File: src/design/brs_params.svh
// Constants for the bridge reset, strap capture and select block.
// Included by the package, the interface, the top module and the bench; no logic here.
`ifndef BRS_PARAMS_SVH
`define BRS_PARAMS_SVH

// Reset bit value and test-mode strap codes
`define BRS_RST_BIT 1'b0
`define BRS_TMODE_NORMAL 2'h0
`define BRS_TMODE_TRISTATE 2'h1
`define BRS_TMODE_NAND 2'h2
// Width of test-mode strap group
`define BRS_TMODE_W 2
// Image indices
`define BRS_IMAGE0 1'b0
`define BRS_IMAGE1 1'b1

`endif

File: src/design/brs_pkg.sv
// Types for the bridge reset, strap capture and select block.
// Assumes brs_params.svh is on the include path.
`include "brs_params.svh"

package brs_pkg;
  typedef enum logic [1:0] {
    BRS_TEST_NORMAL,
    BRS_TEST_TRISTATE,
    BRS_TEST_NAND,
    BRS_TEST_RESERVED
  } brs_test_e;

  typedef enum logic [1:0] {
    BRS_SEL_NONE,
    BRS_SEL_REGS,
    BRS_SEL_IMG0,
    BRS_SEL_IMG1
  } brs_sel_e;

  typedef struct packed {
    logic native_protocol;
    logic eeprom_present;
    logic [`BRS_TMODE_W-1:0] test_mode;
    logic arbiter_enable;
    logic pci_disable;
  } brs_straps_s;
endpackage : brs_pkg

File: src/design/brs_strap_if.sv
// Carries raw strap pins and the sampling event to the capture module.
// Both ends run on the same clock as the top.
`timescale 1ns/1ps
`include "brs_params.svh"

interface brs_strap_if;
  logic sample;
  logic burst_in_progress_strap;
  logic upper_size_strap;
  logic eeprom_data;
  logic eeprom_enable_strap;
  logic [`BRS_TMODE_W-1:0] test_mode_straps;
  logic arbiter_enable_strap;
  logic pci_disable_strap;
  brs_pkg::brs_straps_s straps;

  modport top (
    output sample, burst_in_progress_strap, upper_size_strap, eeprom_data,
    output eeprom_enable_strap, test_mode_straps, arbiter_enable_strap,
    output pci_disable_strap,
    input straps
  );
  modport cap (
    input sample, burst_in_progress_strap, upper_size_strap, eeprom_data,
    input eeprom_enable_strap, test_mode_straps, arbiter_enable_strap,
    input pci_disable_strap,
    output straps
  );
endinterface : brs_strap_if

File: src/design/brs_strap_capture.sv
// Latches the mode straps when the top signals a sampling event.
// Assumes sample is a one-cycle pulse from the top's edge detect.
`timescale 1ns/1ps

module brs_strap_capture (
  // Clock and reset
  input wire logic clk,
  input wire logic rst_n,
  // Strap group
  brs_strap_if.cap sif
);
  brs_pkg::brs_straps_s held;
  brs_pkg::brs_straps_s next_held;

  always_comb begin
    next_held = held;
    if (sif.sample) begin
      next_held.native_protocol =
        sif.burst_in_progress_strap & sif.upper_size_strap;
      next_held.eeprom_present =
        sif.eeprom_data & sif.eeprom_enable_strap;
      next_held.test_mode = sif.test_mode_straps;
      next_held.arbiter_enable = sif.arbiter_enable_strap;
      next_held.pci_disable = sif.pci_disable_strap;
    end
  end

  always_ff @(posedge clk) begin
    if (!rst_n) begin
      held <= '0;
    end else begin
      held <= next_held;
    end
  end

  assign sif.straps = held;

  // Straps stand still between sampling events
  property p_hold;
    @(posedge clk) disable iff (!rst_n)
      !sif.sample |=> $stable(held);
  endproperty
  a_hold: assert property (p_hold) else $error("strap changed");

  property p_native;
    @(posedge clk) disable iff (!rst_n)
      sif.sample |=> held.native_protocol ==
        $past(sif.burst_in_progress_strap & sif.upper_size_strap);
  endproperty
  a_native: assert property (p_native) else $error("protocol");

  property p_eeprom;
    @(posedge clk) disable iff (!rst_n)
      sif.sample && !sif.eeprom_data |=> !held.eeprom_present;
  endproperty
  a_eeprom: assert property (p_eeprom) else $error("eeprom");
endmodule : brs_strap_capture

File: src/design/brs_reset_ctrl.sv
// Summary of operation
// Reset output active on PCI reset or software reset bit.
// PCI reset returns every part of the block to reset state; code clears only select, burst, terminate and interrupt registers.
// PCI window select routes to image 0 when select low, else 1.
// Two chip selects: register access and PCI window forwarding.
// Straps sampled on PCI/local reset rise, healthy fall.
// Both protocol straps high selects native master and slave protocol.
// EEPROM present when data line and enable strap both high.
// Test-mode straps low mean normal; others select test modes.
// Bus master strap high during PCI reset sets bus master bit.
// Otherwise mastering waits for software to write bus master bit.
// Arbiter enabled when its strap is high at reset negation.
// Disable strap high retries target accesses until software clears it.
// Device always terminates local cycles on either chip select.
// Bursts accepted on window select; processor avoids them on registers.
// Processor sets burst inhibit and external acknowledge options.
// Processor avoids bus cycles while the device clock settles.
// Processor sets its multifunction pin as retry input.
// Processor enables synchronous external master support.
// Unused strobe, size acknowledge and done inputs held high.
// Processor sets image select before using the other image.
// Bus bit 31 most significant; processor wiring mirrored.
// Interrupt passes PCI to local as host, local to PCI as adapter.
// Latched straps hold until the next reset event.
//
// Top of the reset, strap and select logic. All pins are synchronous to
// clk; clk is stable before any local cycle is started.
`timescale 1ns/1ps
`include "brs_params.svh"

module brs_reset_ctrl (
  // Clock and block reset
  input wire logic clk,
  input wire logic rst_n,
  // Reset pins, all active low
  input wire logic pci_reset_n,
  input wire logic local_reset_input_n,
  input wire logic hot_swap_healthy_input_n,
  output logic reset_output_n,
  // Software controls
  input wire logic software_reset_bit,
  input wire logic bus_master_bit_wr,
  input wire logic bus_master_bit_wdata,
  input wire logic pci_disable_clr,
  // Straps
  input wire logic burst_in_progress_strap,
  input wire logic upper_size_strap,
  input wire logic eeprom_data,
  input wire logic eeprom_enable_strap,
  input wire logic [`BRS_TMODE_W-1:0] test_mode_straps,
  input wire logic bus_master_enable_strap,
  input wire logic arbiter_enable_strap,
  input wire logic pci_disable_strap,
  // Mode status
  output logic native_protocol,
  output logic eeprom_present,
  output brs_pkg::brs_test_e test_mode,
  output logic bus_master_bit,
  output logic arbiter_enable,
  output logic pci_disable,
  output logic pci_target_retry,
  // Local bus selects; chip selects active low
  input wire logic register_chip_select_n,
  input wire logic pci_window_chip_select_n,
  input wire logic image_select,
  input wire logic burst_request,
  output brs_pkg::brs_sel_e access_target,
  output logic burst_ok,
  output logic local_terminate_n,
  // PCI target request
  input wire logic pci_target_req,
  // Interrupt pass-through
  input wire logic host_mode,
  input wire logic pci_int_in_n,
  input wire logic local_interrupt_in_n,
  output logic local_interrupt_out_n,
  output logic pci_int_out_n
);
  // Global reset covers both the block pin and PCI reset
  logic grst_n;
  assign grst_n = rst_n & pci_reset_n;

  // Previous pin levels for edge detection
  logic pci_q, lrst_q, hsh_q;
  logic next_pci_q, next_lrst_q, next_hsh_q;
  logic sample;

  always_comb begin
    next_pci_q = pci_reset_n;
    next_lrst_q = local_reset_input_n;
    next_hsh_q = hot_swap_healthy_input_n;
    sample = (pci_reset_n & ~pci_q) | (local_reset_input_n & ~lrst_q)
      | (~hot_swap_healthy_input_n & hsh_q);
  end

  always_ff @(posedge clk) begin
    if (!rst_n) begin
      pci_q <= 1'b1;
      lrst_q <= 1'b1;
      hsh_q <= 1'b1;
    end else begin
      pci_q <= next_pci_q;
      lrst_q <= next_lrst_q;
      hsh_q <= next_hsh_q;
    end
  end

  // Strap capture
  brs_strap_if sif ();
  assign sif.sample = sample;
  assign sif.burst_in_progress_strap = burst_in_progress_strap;
  assign sif.upper_size_strap = upper_size_strap;
  assign sif.eeprom_data = eeprom_data;
  assign sif.eeprom_enable_strap = eeprom_enable_strap;
  assign sif.test_mode_straps = test_mode_straps;
  assign sif.arbiter_enable_strap = arbiter_enable_strap;
  assign sif.pci_disable_strap = pci_disable_strap;

  // Local reset alone does not wipe straps; only block reset does
  brs_strap_capture u_cap (
    .clk(clk),
    .rst_n(rst_n),
    .sif(sif)
  );

  // Control state: reset output, bus master, disable status
  logic rst_out, bm, dis;
  logic next_rst_out, next_bm, next_dis;

  always_comb begin
    next_rst_out = ~pci_reset_n | software_reset_bit;
    next_bm = bm;
    next_dis = dis;
    if (!pci_reset_n) begin
      next_bm = bus_master_enable_strap;
    end else if (bus_master_bit_wr) begin
      next_bm = bus_master_bit_wdata;
    end
    // Fresh strap capture wins over a software clear in the same cycle
    if (sample) begin
      next_dis = sif.pci_disable_strap;
    end else if (pci_disable_clr) begin
      next_dis = 1'b0;
    end
  end

  always_ff @(posedge clk) begin
    if (!rst_n) begin
      rst_out <= 1'b1;
      bm <= `BRS_RST_BIT;
      dis <= `BRS_RST_BIT;
    end else begin
      rst_out <= next_rst_out;
      bm <= next_bm;
      dis <= next_dis;
    end
  end

  // Registered outputs
  logic [1:0] sel;
  logic [1:0] next_sel;
  logic burst, next_burst, term, next_term;
  logic lint, next_lint, pint, next_pint;

  always_comb begin
    next_sel = brs_pkg::BRS_SEL_NONE;
    next_burst = 1'b0;
    next_term = 1'b0;
    if (!register_chip_select_n) begin
      next_sel = brs_pkg::BRS_SEL_REGS;
      next_term = 1'b1;
    end else if (!pci_window_chip_select_n) begin
      next_sel = (image_select == `BRS_IMAGE0) ? brs_pkg::BRS_SEL_IMG0
        : brs_pkg::BRS_SEL_IMG1;
      next_burst = burst_request;
      next_term = 1'b1;
    end
    next_lint = host_mode & ~pci_int_in_n;
    next_pint = ~host_mode & ~local_interrupt_in_n;
  end

  always_ff @(posedge clk) begin
    if (!grst_n) begin
      sel <= brs_pkg::BRS_SEL_NONE;
      burst <= 1'b0;
      term <= 1'b0;
      lint <= 1'b0;
      pint <= 1'b0;
    end else begin
      sel <= next_sel;
      burst <= next_burst;
      term <= next_term;
      lint <= next_lint;
      pint <= next_pint;
    end
  end

  assign reset_output_n = ~rst_out;
  assign native_protocol = sif.straps.native_protocol;
  assign eeprom_present = sif.straps.eeprom_present;
  assign test_mode = brs_pkg::brs_test_e'(sif.straps.test_mode);
  assign arbiter_enable = sif.straps.arbiter_enable;
  assign bus_master_bit = bm;
  assign pci_disable = dis;
  assign pci_target_retry = pci_target_req & dis;
  assign access_target = brs_pkg::brs_sel_e'(sel);
  assign burst_ok = burst;
  assign local_terminate_n = ~term;
  assign local_interrupt_out_n = ~lint;
  assign pci_int_out_n = ~pint;

  // Checks
  property p_rst_out;
    @(posedge clk) disable iff (!rst_n)
      (!pci_reset_n || software_reset_bit) |=> !reset_output_n;
  endproperty
  a_rst_out: assert property (p_rst_out) else $error("reset out");

  property p_rst_rel;
    @(posedge clk) disable iff (!rst_n)
      (pci_reset_n && !software_reset_bit) |=> reset_output_n;
  endproperty
  a_rst_rel: assert property (p_rst_rel) else $error("reset stuck");

  property p_global;
    @(posedge clk) disable iff (!rst_n)
      !pci_reset_n |=> access_target == brs_pkg::BRS_SEL_NONE
        && local_terminate_n;
  endproperty
  a_global: assert property (p_global) else $error("global");

  property p_image;
    @(posedge clk) disable iff (!grst_n)
      register_chip_select_n && !pci_window_chip_select_n && image_select
      |=> access_target == brs_pkg::BRS_SEL_IMG1;
  endproperty
  a_image: assert property (p_image) else $error("image");

  property p_regs;
    @(posedge clk) disable iff (!grst_n)
      !register_chip_select_n |=> access_target == brs_pkg::BRS_SEL_REGS
        && !burst_ok;
  endproperty
  a_regs: assert property (p_regs) else $error("regs");

  property p_burst;
    @(posedge clk) disable iff (!grst_n)
      register_chip_select_n && !pci_window_chip_select_n
      |=> burst_ok == $past(burst_request);
  endproperty
  a_burst: assert property (p_burst) else $error("burst");

  property p_sample;
    @(posedge clk) disable iff (!rst_n)
      $rose(pci_reset_n) && pci_disable_strap |=> pci_disable;
  endproperty
  a_sample: assert property (p_sample) else $error("sample");

  // Edge history is only valid once block reset has been gone a cycle
  property p_arb;
    @(posedge clk) disable iff (!rst_n)
      $past(rst_n) && $fell(hot_swap_healthy_input_n)
      |=> arbiter_enable == $past(arbiter_enable_strap);
  endproperty
  a_arb: assert property (p_arb) else $error("arbiter");

  property p_tmode;
    @(posedge clk) disable iff (!rst_n)
      $past(rst_n) && $rose(local_reset_input_n)
      |=> test_mode == $past(test_mode_straps);
  endproperty
  a_tmode: assert property (p_tmode) else $error("test mode");

  property p_bm;
    @(posedge clk) disable iff (!rst_n)
      !pci_reset_n |=> bus_master_bit == $past(bus_master_enable_strap);
  endproperty
  a_bm: assert property (p_bm) else $error("bus master");

  property p_bm_hold;
    @(posedge clk) disable iff (!rst_n)
      pci_reset_n && !bus_master_bit_wr |=> $stable(bus_master_bit);
  endproperty
  a_bm_hold: assert property (p_bm_hold) else $error("bm moved");

  property p_retry;
    @(posedge clk) disable iff (!rst_n)
      $past(rst_n) && $rose(pci_reset_n) && pci_disable_strap
      |=> pci_disable && pci_target_retry == pci_target_req;
  endproperty
  a_retry: assert property (p_retry) else $error("retry");

  property p_term;
    @(posedge clk) disable iff (!grst_n)
      !(register_chip_select_n && pci_window_chip_select_n)
      |=> !local_terminate_n;
  endproperty
  a_term: assert property (p_term) else $error("terminate");

  property p_int;
    @(posedge clk) disable iff (!grst_n)
      host_mode && !pci_int_in_n |=> !local_interrupt_out_n && pci_int_out_n;
  endproperty
  a_int: assert property (p_int) else $error("interrupt");

  property p_adapter;
    @(posedge clk) disable iff (!grst_n)
      !host_mode && !local_interrupt_in_n
      |=> !pci_int_out_n && local_interrupt_out_n;
  endproperty
  a_adapter: assert property (p_adapter) else $error("adapter");
endmodule : brs_reset_ctrl

File: config.mk
export PLATFORM = sky130hd
export DESIGN_NAME = brs_reset_ctrl
export DESIGN_NICKNAME = d
export VERILOG_FILES = /design/src/design/brs_pkg.sv /design/src/design/brs_strap_if.sv /design/src/design/brs_strap_capture.sv /design/src/design/brs_reset_ctrl.sv
export VERILOG_INCLUDE_DIRS = /design/src /design/src/design
export SDC_FILE = /design/constraint.sdc
export NUM_CORES = 1
export LEC_CHECK = 0
export BUFFER_PORTS_ARGS = -buffer_cell sky130_fd_sc_hd__buf_2
export CAP_MARGIN = 15
export CORE_UTILIZATION = 35
export DETAILED_ROUTE_END_ITERATION = 16
export PLACE_DENSITY_LB_ADDON = 0.25
export SETUP_SLACK_MARGIN = 0.3
export SLEW_MARGIN = 20
export SYNTH_ARGS = -nofsm -noshare
export SYNTH_HDL_FRONTEND = slang
export SYNTH_SLANG_ARGS = --single-unit
File: constraint.sdc
create_clock -name clk -period 1.2 [get_ports clk]
set_clock_uncertainty 0.15 [all_clocks]
set_input_delay 0.06 -clock clk [delete_from_list [all_inputs] [get_ports clk]]
set_output_delay 0.06 -clock clk [all_outputs]
set_load 0.03 [all_outputs]
==> metrics.log <==
INFO  metric max-cap-violations = 0
INFO  metric clk_root_buffer_cell = sky130_fd_sc_hd__clkbuf_4
INFO  metric drt-vias-per-instance = 4.55
INFO  metric wire_per_inst = 11.3 um
INFO  metric ys_seq_elements = 17
INFO  metric timing.hold.ws = -0.133 ns
INFO  metric highest_clock_rate = 0.764 GHz
INFO  metric groute.usage.overall = 20.2%
INFO  metric layout_setup_ws = -0.109 ns
INFO  metric die_w = 43.7 um
INFO  metric power_switching_share = 26.7%
INFO  metric final-setup-viol-count = 6
INFO  metric worst_pin_slew = 0.279 ns
INFO  metric detailedPlace.worstSlack = -0.137 ns
INFO  metric power.combinational.fraction = 23.7%
INFO  metric maximum_vdd_drop = 0.626 mV
INFO  metric detail-route-antenna-nets = 0
INFO  metric wirelength = 1.62 mm
INFO  metric initial_antenna_violation_count = 0
INFO  metric design.portCount = 41
INFO  metric hold_path.class = in2reg
INFO  metric port_buffers = 40
INFO  metric p_leak = 0.598 nW
INFO  metric timing.setup.critical_path_class = reg2reg
INFO  metric netlist-cell-type-count = 19
INFO  metric hold_violations = 3
INFO  metric setup_repair_after_global_routing_missed_its_margin = true
INFO  metric grt_remaining_overflow = 0
INFO  metric routed-via-count = 655
INFO  metric detailedRoute.firstPassIterationCount = 10
INFO  metric detail_route.drc_violations = 2
INFO  metric slew_headroom = 81.4%
INFO  metric tritoncts = yes
INFO  metric power.share.sequential = 50.8%
INFO  metric routabilityCongestion = 0.632
INFO  metric netlist_area = 609 sq um
INFO  metric required_arrival_time_at_the_worst_endpoint = 1.26 ns
INFO  metric cts_buffer_depth = 2
INFO  metric fin_nets = 155
INFO  metric failed_checks = design-rule violations, negative hold slack, negative setup slack
INFO  metric syn_to_final_growth = 96.5%
INFO  metric die_area = 0.00191 sq mm
INFO  metric synth.yosys.seq_area_share = 55.9%
INFO  metric cp-start-kind = flip-flop
INFO  metric post_synth_inst_count = 62
INFO  metric final_critical_path_required_period = 1.31 ns
INFO  metric std_cell_rows = 14
INFO  metric grt_pass1_wl = 2.74 mm
INFO  metric setup_total_negative_slack = -0.526 ns
INFO  metric core_area = 0.00156 sq mm
INFO  metric finish.instance_area = 0.00120 sq mm
INFO  metric synth.yosys.warnings = 0
INFO  metric result_of_the_run = complete, but fails checks
INFO  metric clock_tree.htree_level_count = 1
INFO  metric cp_max_fo = 6
INFO  metric cts_buffers = 3
INFO  metric initialDrtViolationCount = 13
INFO  metric initial_utilization = 39.1%
INFO  metric post-dp-hpwl = 878 um
INFO  metric power.density = 1010 mW/mm^2
INFO  metric timing.hold.worst_path_depth = 2
INFO  metric cp-end-kind = flip-flop
INFO  metric clock_sink_count = 17
INFO  metric post_route_cells_drive_above_1_share = 52.3%
INFO  metric diodes = 0
INFO  metric slew_viol_final = 0
INFO  metric syn-num-nets = 88
INFO  metric die-height = 43.7 um
INFO  metric timing.reg2reg.worst_path_depth = 4
INFO  metric grt_pass1_vias = 668
INFO  metric internal-power = 884 uW
INFO  metric grt_max_degree = 17
INFO  metric period_share = 109%
INFO  metric critPathArrivalTime = 1.37 ns
INFO  metric power.switching = 322 uW
INFO  metric clock_power_share = 25.5%
INFO  metric dpl_cell_area = 830 sq um
INFO  metric syn_area_per_cell = 9.83 sq um
INFO  metric clk_pin_slew = 0.09 ns
INFO  metric worst_skew_pair.late_latency = 0.28 ns
area by class of cell:
type / count / area [sq um]
clock inverters: 1 / 5.00
well taps: 16 / 20.0
flip-flops and latches: 17 / 357
repair buffers: 65 / 538
clock buffers: 3 / 22.5
multi-input cells: 35 / 228
inverters: 7 / 27.5
fillers: 114 / 362
what timing repair did:
| action | 4_1_cts | 5_1_grt |
|---|---|---|
| setup endpoints to repair | 21 | 26 |
| hold buffers | 20 | 2 |
| pin swaps | 1 | 2 |
| endpoints found under the hold margin | 17 | 6 |
| buffers inserted | 0 | 3 |
| gates resized for setup | 42 | 5 |
final timing paths:
kind / start / end / slack, ns
min reg2reg: u_cap.sif.straps[2] / u_cap.sif.straps[2] / 0.32
max reg2reg: pci_q / u_cap.sif.straps[5] / -0.11
max: pci_q / u_cap.sif.straps[5] / -0.11
min: pci_reset_n / pci_q / -0.13
worst max-delay path: stages (launching register included):
cell and delay (ns):
sky130_fd_sc_hd__dfxtp_2 0.33, sky130_fd_sc_hd__inv_2 0.03, sky130_fd_sc_hd__a222oi_1 0.30, sky130_fd_sc_hd__buf_4 0.23
sky130_fd_sc_hd__mux2i_1 0.20
through the flow:
step	util [%]	total power [mW]	cells	hold slack, ns
2_1_floorplan	-	0.732	62	-0.0156
3_3_place_gp	53.2	0.804	117	0.0724
3_5_place_dp	53.2	0.807	117	0.0752
4_1_cts	74.8	1.20	141	-0.142
5_1_grt	76.8	1.27	144	-0.132
6_report	76.8	1.21	144	-0.133
layout by cell type, fill, tap and decap left out, types with 2 or more instances in the layout:
| master | instances |
|---|---|
| sky130_fd_sc_hd__dlygate4sd3_1 | 19 |
| sky130_fd_sc_hd__nand2b_1 | 3 |
| sky130_fd_sc_hd__buf_2 | 25 |
| sky130_fd_sc_hd__buf_6 | 16 |
| sky130_fd_sc_hd__nand2_1 | 12 |
| sky130_fd_sc_hd__dfxtp_1 | 4 |
| sky130_fd_sc_hd__dfxtp_2 | 13 |
| sky130_fd_sc_hd__nand3_1 | 2 |
| sky130_fd_sc_hd__clkbuf_4 | 3 |
| sky130_fd_sc_hd__inv_1 | 4 |
| sky130_fd_sc_hd__buf_4 | 4 |
| sky130_fd_sc_hd__clkinv_2 | 2 |
| sky130_fd_sc_hd__inv_2 | 2 |
| sky130_fd_sc_hd__mux2i_1 | 7 |
| sky130_fd_sc_hd__a21oi_1 | 2 |
power by group through the flow:
stage          combinational [mW]  sequential [mW]  clock (mW)
2_1_floorplan              0.0761            0.656           0
3_3_place_gp                0.187            0.617           0
3_5_place_dp                0.190            0.618           0
4_1_cts                     0.271            0.613       0.314
5_1_grt                     0.308            0.616       0.341
6_report                    0.286            0.613       0.307
kinds of logic after synthesis:
family	count (synthesis)	synth area share, %
buffers and inverters	10	7.19
DFF	17	55.9
muxes	7	11.5
and+or+nand+nor	24	20.5
AOI/OAI and AO/OA	4	4.93
per-layer routing:
layer / wire [um] / track usage [%]
met5: 0 / 0
met3: 57 / 3.75
met2: 922 / 38.8
met4: 14 / 11.3
met1: 626 / 19.7
registers in the layout, indices dropped and copies added (netlist names):
signal / count
bus_master_bit: 1
pint: 1
pci_disable: 1
hsh_q: 1
access_target: 2
burst_ok: 1
pci_q: 1
u_cap.sif.straps: 5
term: 1
rst_out: 1
lrst_q: 1
lint: 1
cells in the mapped netlist (all sizes together):
library cell / instances / area, sq um
dfxtp: 17 / 340
nand2: 12 / 45.0
mux2i: 7 / 70.1
inv: 6 / 22.5
buf: 3 / 17.5
nand2b: 3 / 18.8
a21oi: 2 / 10.0
and2: 2 / 12.5
nand3: 2 / 10.0
nor3b: 2 / 20.0
a222oi: 1 / 10.0
clkinv: 1 / 3.75
nand3b: 1 / 7.51
nor3: 1 / 5.00
o211a: 1 / 10.0
or2: 1 / 6.26
Note: power is estimated with default switching activity, not from simulation.
